[src/sas_pkg.sv]
//==============================================================
// Function
// - eight pin channels, one routed to converter
// - store result, then flag or request
// - status/control write starts a conversion
// - selected pin forced to converter input
// - port writes ignored on selected pin
// - port read of selected pin gives zero
// - high reference gives ff, low 00
// - conversion takes 16 to 17 converter clocks
// - continuous flag stays set until write/read
// - select one sends request to dma
// - with enable set, shared bit only selects
// - keeps converting in wait, request wakes
// - stop mode aborts, resumes after exit
// - five-bit channel field, codes 0-7 pins
// - all-ones channel field powers converter off
// - prescaler divides 1,2,4,8, or 16
// - input clock select, oscillator after reset
`default_nettype none

package sas_pkg;
  //============================================================
  // widths and field layout of the control byte
  localparam int NUM_CH      = 8;   // shared port pins
  localparam int RES_W       = 8;   // result width
  localparam int CH_W        = 5;   // channel select width
  localparam int DIV_W       = 3;   // prescaler field width
  localparam int POS_FLAG    = 7;   // done flag / dma select
  localparam int POS_IEN     = 6;   // request enable
  localparam int POS_CONT    = 5;   // continuous mode
  localparam int POS_CH_HI   = 4;   // channel field top bit
  //============================================================
  // reset values
  localparam logic [CH_W-1:0]  CH_RESET   = 5'h1f; // powered off
  localparam logic [CH_W-1:0]  CH_OFF     = 5'h1f;
  localparam logic [DIV_W-1:0] DIV_RESET  = 3'h0;
  localparam logic             ICLK_RESET = 1'b0;  // oscillator
  //============================================================
  // timing: sixteen converter clocks, two per bit trial
  localparam int          CONV_TICKS = 16;
  localparam logic [3:0]  LAST_TICK  = 4'(CONV_TICKS - 1);

  typedef enum logic [2:0]
  {
    ST_IDLE = 3'b001,   // waiting for a start
    ST_CONV = 3'b010,   // approximation running
    ST_OFF  = 3'b100    // powered down
  } sas_state_type;
endpackage : sas_pkg

`default_nettype wire

[src/sas_clk_if.sv]
`default_nettype none

//==============================================================
// carrier between sequencer and prescaler
interface sas_clk_if;
  logic [2:0] div;      // prescaler field
  logic       iclk;     // 1 = bus clock, 0 = oscillator
  logic       osc_sync; // oscillator level, already synchronised
  logic       restart;  // clear the prescaler count
  logic       tick;     // one converter clock, one cycle wide

  modport seq (output div, iclk, osc_sync, restart, input tick);
  modport pre (input div, iclk, osc_sync, restart, output tick);
endinterface : sas_clk_if

`default_nettype wire

[src/sas_prescaler.sv]
`default_nettype none

module sas_prescaler
  import sas_pkg::*;
(
  input  wire logic clk,      // bus clock
  input  wire logic srst,     // synchronous reset
  sas_clk_if.pre    cif       // control and tick
);
  //============================================================
  // divide ratio minus one, top bit forces sixteen
  function automatic logic [3:0] ratio_m1(input logic [2:0] d);
    if (d[2])
      ratio_m1 = 4'hf;
    else
      ratio_m1 = 4'((5'h01 << d[1:0]) - 5'h01);
  endfunction

  logic       osc_prev;       // last oscillator level
  logic       next_osc_prev;
  logic [3:0] cnt;            // source edges counted
  logic [3:0] next_cnt;
  logic       tick;           // registered tick
  logic       next_tick;
  logic       src;            // one source edge this cycle

  //============================================================
  // source pick, count, and tick
  always_comb
  begin
    next_osc_prev = cif.osc_sync;
    // oscillator must run well below the bus clock
    src           = cif.iclk ? 1'b1
                             : (cif.osc_sync & ~osc_prev);
    next_cnt      = cnt;
    next_tick     = 1'b0;
    if (cif.restart)
      next_cnt = 4'h0;        // aligns the first tick
    else if (src)
    begin
      if (cnt >= ratio_m1(cif.div))
      begin
        next_cnt  = 4'h0;
        next_tick = 1'b1;
      end
      else
        next_cnt = cnt + 4'h1;
    end
  end

  always_ff @(posedge clk)
  begin
    if (srst)
    begin
      osc_prev <= 1'b0;
      cnt      <= 4'h0;
      tick     <= 1'b0;
    end
    else
    begin
      osc_prev <= next_osc_prev;
      cnt      <= next_cnt;
      tick     <= next_tick;
    end
  end

  assign cif.tick = tick;
endmodule : sas_prescaler

`default_nettype wire

[src/sar_adc_sequencer.sv]
`default_nettype none

module sar_adc_sequencer
  import sas_pkg::*;
(
  input  wire logic               clk,          // bus clock, 50 MHz
  input  wire logic               srst,         // sync reset, high
  input  wire logic               scr_wr,       // status/control write
  input  wire logic [7:0]         scr_wdata,    // write data
  output logic      [7:0]         scr_rdata,    // status/control value
  input  wire logic               clkr_wr,      // clock register write
  input  wire logic [3:0]         clkr_wdata,   // {iclk, div[2:0]}
  output logic      [3:0]         clkr_rdata,   // clock register value
  input  wire logic               result_rd,    // result register read
  output logic      [RES_W-1:0]   result,       // last result
  input  wire logic               osc_clk_in,   // oscillator, async
  input  wire logic               stop_mode,    // stop mode level
  input  wire logic               cmp_high,     // input >= dac, async
  output logic      [RES_W-1:0]   dac_code,     // trial code to dac
  output logic      [2:0]         mux_sel,      // analog mux channel
  output logic                    mux_en,       // mux connects a pin
  output logic                    conv_power,   // analog powered
  output logic                    sample,       // hold input sample
  output logic                    conv_done,    // end pulse
  output logic                    cpu_irq,      // processor request
  output logic                    dma_req,      // dma request
  input  wire logic [NUM_CH-1:0]  port_out,     // port data drive
  input  wire logic [NUM_CH-1:0]  port_oe,      // port direction
  input  wire logic [NUM_CH-1:0]  pin_in,       // pin levels, async
  output logic      [NUM_CH-1:0]  pin_out,      // pin drive value
  output logic      [NUM_CH-1:0]  pin_oe,       // pin drive enable
  output logic      [NUM_CH-1:0]  port_rdata    // port read value
);
  //============================================================
  // synchronisers for the asynchronous inputs
  logic [NUM_CH-1:0] pin_s1, pin_s2;    // pin levels
  logic              cmp_s1, cmp_s2;    // comparator
  logic              osc_s1, osc_s2;    // oscillator

  always_ff @(posedge clk)
  begin
    pin_s1 <= pin_in;
    pin_s2 <= pin_s1;
    cmp_s1 <= cmp_high;
    cmp_s2 <= cmp_s1;
    osc_s1 <= osc_clk_in;
    osc_s2 <= osc_s1;
  end

  //============================================================
  // control state
  logic             flag, next_flag;       // done or dma select
  logic             ien, next_ien;         // request enable
  logic             cont, next_cont;       // continuous mode
  logic [CH_W-1:0]  ch, next_ch;           // channel field
  logic [DIV_W-1:0] div, next_div;         // prescaler field
  logic             iclk, next_iclk;       // input clock select
  logic             irq, next_irq;         // request pending
  logic             resume, next_resume;   // restart after stop
  sas_state_type    state, next_state;     // sequencer state
  logic [3:0]       step, next_step;       // tick within conversion
  logic [RES_W-1:0] sar, next_sar;         // approximation register
  logic [RES_W-1:0] res, next_res;         // result register
  logic             done, next_done;       // end pulse
  logic             off;                   // field says powered off
  logic             pin_ch;                // field names a pin
  logic             start;                 // begin a conversion
  logic             fin;                   // last tick of conversion
  logic [2:0]       bitn;                  // bit under trial
  logic             clr;                   // read or write clears

  sas_clk_if cif ();                       // prescaler link

  sas_prescaler u_pre
  (
    .clk  (clk),
    .srst (srst),
    .cif  (cif)
  );

  assign cif.div      = div;
  assign cif.iclk     = iclk;
  assign cif.osc_sync = osc_s2;
  assign cif.restart  = start;             // 16-17 tick spread

  //============================================================
  // decode of the selected channel
  always_comb
  begin
    off    = (ch == CH_OFF);
    pin_ch = (ch[POS_CH_HI:3] == 2'b00);   // codes 0..7
    bitn   = 3'(3'h7 - step[3:1]);
    fin    = (state == ST_CONV) && cif.tick && (step == LAST_TICK);
    clr    = scr_wr | result_rd;
    // a write restarts unless it selects off; stop blocks every start
    // the write path judges the new field, so a write wakes an off block
    start  = !stop_mode &&
             (scr_wr ? (scr_wdata[CH_W-1:0] != CH_OFF)
                     : (!off && ((fin && cont) ||
                                 (resume && state == ST_IDLE))));
  end

  //============================================================
  // register writes, flag and request
  always_comb
  begin
    next_ien    = ien;
    next_cont   = cont;
    next_ch     = ch;
    next_div    = div;
    next_iclk   = iclk;
    next_flag   = flag;
    next_irq    = irq;
    next_resume = resume;
    if (clkr_wr)
    begin
      next_div  = clkr_wdata[DIV_W-1:0];
      next_iclk = clkr_wdata[3];
    end
    if (scr_wr)
    begin
      next_ien  = scr_wdata[POS_IEN];
      next_cont = scr_wdata[POS_CONT];
      next_ch   = scr_wdata[CH_W-1:0];
      next_irq  = 1'b0;
      // writable select only while requests enabled
      next_flag = scr_wdata[POS_IEN] & scr_wdata[POS_FLAG];
    end
    else if (result_rd)
    begin
      next_irq = 1'b0;
      if (!ien)
        next_flag = 1'b0;
    end
    // completion wins over a clear in the same cycle
    if (done)
    begin
      if (ien)
        next_irq = 1'b1;
      else
        next_flag = 1'b1;
    end
    // remember a conversion cut off by stop mode
    if (stop_mode && (state == ST_CONV || cont))
      next_resume = 1'b1;
    else if (!stop_mode && state == ST_IDLE)
      next_resume = 1'b0;
    if (scr_wr)
      next_resume = 1'b0;
  end

  //============================================================
  // approximation sequencer
  always_comb
  begin
    next_state = state;
    next_step  = step;
    next_sar   = sar;
    next_res   = res;
    next_done  = 1'b0;
    case (state)
      ST_IDLE, ST_OFF:
      begin
        next_state = off ? ST_OFF : ST_IDLE;
        if (start)
        begin
          next_state = ST_CONV;
          next_step  = 4'h0;
          next_sar   = 8'h00;
        end
      end
      ST_CONV:
      begin
        if (stop_mode || off)
          next_state = off ? ST_OFF : ST_IDLE;
        else if (scr_wr)
        begin
          // a write at the last tick still abandons, no end pulse
          next_step  = 4'h0;
          next_sar   = 8'h00;
          next_state = start ? ST_CONV : ST_IDLE;
        end
        else if (cif.tick)
        begin
          // even tick puts the trial bit, odd tick judges it
          if (!step[0])
            next_sar[bitn] = 1'b1;
          else if (!cmp_s2)
            next_sar[bitn] = 1'b0;       // input below trial
          if (fin)
          begin
            next_res  = {sar[7:1], step[0] ? cmp_s2 : sar[0]};
            next_done = 1'b1;
            next_step = 4'h0;
            next_sar  = 8'h00;
            next_state = (cont && !stop_mode) ? ST_CONV
                                              : ST_IDLE;
          end
          else
            next_step = step + 4'h1;
        end
      end
      default:
        next_state = ST_IDLE;
    endcase
  end

  always_ff @(posedge clk)
  begin
    if (srst)
    begin
      flag   <= 1'b0;
      ien    <= 1'b0;
      cont   <= 1'b0;
      ch     <= CH_RESET;
      div    <= DIV_RESET;
      iclk   <= ICLK_RESET;
      irq    <= 1'b0;
      resume <= 1'b0;
      state  <= ST_OFF;
      step   <= 4'h0;
      sar    <= 8'h00;
      res    <= 8'h00;
      done   <= 1'b0;
    end
    else
    begin
      flag   <= next_flag;
      ien    <= next_ien;
      cont   <= next_cont;
      ch     <= next_ch;
      div    <= next_div;
      iclk   <= next_iclk;
      irq    <= next_irq;
      resume <= next_resume;
      state  <= next_state;
      step   <= next_step;
      sar    <= next_sar;
      res    <= next_res;
      done   <= next_done;
    end
  end

  //============================================================
  // outputs; wait mode needs nothing, the request itself wakes
  logic [NUM_CH-1:0] sel_mask;   // one-hot of the pin in use

  always_comb
  begin
    sel_mask = '0;
    if (pin_ch && !off)
      sel_mask[ch[2:0]] = 1'b1;
  end

  assign scr_rdata  = {flag, ien, cont, ch};
  assign clkr_rdata = {iclk, div};
  assign result     = res;
  assign dac_code   = sar;
  assign mux_sel    = ch[2:0];
  assign mux_en     = pin_ch && !off;
  assign conv_power = !off && !stop_mode;
  assign sample     = (state == ST_CONV) && (step == 4'h0);
  assign conv_done  = done;
  assign cpu_irq    = irq & ien & ~flag;
  assign dma_req    = irq & ien & flag;
  assign pin_out    = port_out & ~sel_mask;
  assign pin_oe     = port_oe & ~sel_mask;
  assign port_rdata = pin_s2 & ~sel_mask;
endmodule : sar_adc_sequencer

`default_nettype wire

[config.mk]
export PLATFORM = sky130hd
export DESIGN_NAME = sar_adc_sequencer
export DESIGN_NICKNAME = d
export VERILOG_FILES = /design/src/sas_pkg.sv /design/src/sas_clk_if.sv /design/src/sas_prescaler.sv /design/src/sar_adc_sequencer.sv
export SDC_FILE = /design/constraint.sdc
export NUM_CORES = 1
export LEC_CHECK = 0
export CORE_ASPECT_RATIO = 1.25
export CORE_MARGIN = 5
export CORE_UTILIZATION = 30
export CTS_CLUSTER_SIZE = 24
export DETAILED_ROUTE_END_ITERATION = 16
export DONT_BUFFER_PORTS = 1
export GPL_ROUTABILITY_DRIVEN = 0
export SLEW_MARGIN = 20
export SYNTH_ARGS = -nofsm -noshare
export SYNTH_HDL_FRONTEND = slang
export SYNTH_SLANG_ARGS = --single-unit
[constraint.sdc]
create_clock -name clk -period 3.7 [get_ports clk]
set_clock_uncertainty 0.15 [all_clocks]
set_input_delay 0.555 -clock clk [delete_from_list [all_inputs] [get_ports clk]]
set_output_delay 0.555 -clock clk [all_outputs]
set_load 0.02 [all_outputs]
==> metrics.cfg <==
[grt]
grt_pass1_vias = 2257
grt_start_max_net_pins = 26
grt_usage = 0.125
grt_pass1_wl_um = 11400
grt-ovfl-total = 0
grt_antenna_before_repair = 0

[floorplanning]
coreArea_um2 = 9510
io_pins = 105
die_area_um2 = 11600
start_util = 0.302
die_x_um = 97.5
rows = 40
die_h_um = 119

[timing]
post-route-min-period_ns = 2.62
worst_pin_slew_ns = 0.769
hold_viol = 0
fmax_mhz = 381
slew_viol_final = 0
period_share = 0.709
setup_viol = 0
fin_setup_tns_ns = 0
relSlewSlack = 0.483
rsz0062_at_grt = no

[logic_synthesis]
synth_flop_cell = dfxtp_1
netlist.area_leader.share = 0.446
synth_cell_types = 61
synth_cells = 304
ys_ff_latch = 64
ys_warn_count = 0
synth_top_area_cell = dfxtp_1
syn_avg_cell_area_um2 = 9.45
synth_area_leaders = dfxtp_1 (45%), mux2i_1 (6.3%), and2_1 (4.4%)
async_flop_share = 0
syn-num-nets = 355
yosysSeqAreaShare = 0.446
synth_edf_count = 0
syn_area_um2 = 2870
synth_common_cells = dfxtp_1 (64), nand2_1 (27), nor2_1 (26)
yosysMostFrequentCell = dfxtp_1

[finish]
instances_no_fill = 430
synthToLayoutAreaGrowth_pct = 11.7
seqCellArea_um2 = 1280
fill_cells = 994
fin_nets = 350
drive_gt1_frac = 0.109
multiInputGateArea_um2 = 1440
antennaDiodeCount = 0

[worst_setup_path]
worstSetupPathType = flip-flop to output pin
cp_max_fo = 8
cp.required_ns = 2.99
crit_path_start_kind = flip-flop
arrival_ns = 1.92
endpoint_kind = output pin

[routing]
wl_per_cell_um = 16.4
initialDrtViolationCount = 94
vias = 2195
drcViolationCount = 0
routed_wl_um = 7060
drtAntennaViolNets = 0
via_per_inst = 5.10
dr.pass1.iters = 4

[place]
hpwl_um = 5290
place_inst = 414
portBuffers = 0

[pwr]
leakage_nw = 1.23
max-vdd-ir-drop_v = 0.000202
p_per_area_nw_per_um2 = 534

[clock_tree]
cts-root-buf = clkbuf_16
htreeDepth = 3
ctsLongestPathBuffers = 2
numClockSinks = 64
cts_tree = yes
cts.repair.resized = 0
ctsHoldBuffers = 0
cts_inserted_buffers = 9
path_clk_slew_ns = 0.05
postCtsSetupBuffers = 0
insertion_delay_ns = 0.33

[outcome]
outcome = completed

[worst_hold_path]
worstHoldPathType = primary input to flip-flop

[flow_run]
cap_violations = 0

==> critical path, stage by stage, from the launching register on <==
cell	delay [ns]
dfxtp_1	0.69
nand2_1	0.27
nor2_1	0.37
nor2_1	0.25
==> power breakdown <==
| part | switching, mW | internal [mW] |
|---|---|---|
| logic | 0.0989 | 0.0571 |
| registers | 0.0353 | 0.717 |
| clock network | 0.287 | 0.518 |
==> per-stage QoR <==
stage	cell area [um2]	total power [mW]	hold slack, ns	worst slack, ns	utilization
2_1_floorplan	2870	0.905	0.160	1.22	-
5_1_grt	3210	1.79	0.0863	0.896	0.337
4_1_cts	3210	1.74	0.0872	1.06	0.337
3_3_place_gp	2930	0.920	0.161	1.11	0.308
6_report	3210	1.71	0.101	1.08	0.337
3_5_place_dp	2930	0.924	0.162	1.08	0.308
==> cells in the final DEF, fill, tap and decap left out, types with 2 or more instances in the layout <==
cell type and count:
dfxtp_1 64, nand2_1 27, nor2_1 26, and2_1 20, mux2i_1 18, a21oi_1 12, nor2b_1 11, inv_1 10
nand3_1 10, clkbuf_16 9, a21o_1 8, o22ai_1 7, ha_1 7, nor3_1 5, nand4_1 5, and3_1 4
or3_1 3, o21ai_0 3, o21ai_1 3, clkinv_2 3, clkbuf_1 3, nor3b_2 2, nor3_2 2, a211oi_2 2
a32oi_1 2, nand2b_1 2, nor3b_1 2
==> worst paths after layout <==
| kind | from | end | slack, ns | cells after the start |
|---|---|---|---|---|
| max | ch[1] | conv_power | 1.08 | 3 |
| min | pin_in[1] | pin_s1[1] | 0.10 | 0 |
| max reg2reg | cif.div[2] | u_pre.cnt[3] | 1.08 | 7 |
| min reg2reg | pin_s1[6] | pin_s2[6] | 0.17 | 0 |
==> area by class of cell <==
type,count,share of cell area
multi-input cells,213,0.450
well taps,126,0.0491
repair buffers,1,0.00234
flip-flops and latches,64,0.399
clock inverters,4,0.0140
clock buffers,12,0.0737
inverters,10,0.0117
==> layer usage <==
metal,GRT usage,share of wire
met4,0.0719,0.025
met1,0.141,0.41
met5,0,0
met3,0.0451,0.094
met2,0.203,0.47
==> logic make-up (layout without fill, tap and decap cells) <==
family / Yosys count / in the layout / share of synthesized area
multiplexers: 18 / 18 / 0.0627
XOR/XNOR: 1 / 1 / 0.00305
adder cells (fa/ha/maj): 7 / 7 / 0.0305
AND/OR/NAND/NOR: 133 / 133 / 0.257
AO/OA/AOI/OAI: 54 / 54 / 0.149
flip-flops: 64 / 64 / 0.446
buffers and inverters: 27 / 27 / 0.0518
==> flip-flops by register name, indices dropped and copies added (netlist names), 4 cells and up <==
signal	count
pin_s2	8
dac_code	8
ch	5
pin_s1	8
step	4
u_pre.cnt	4
result	8
Power figures use the tool's default switching activity.
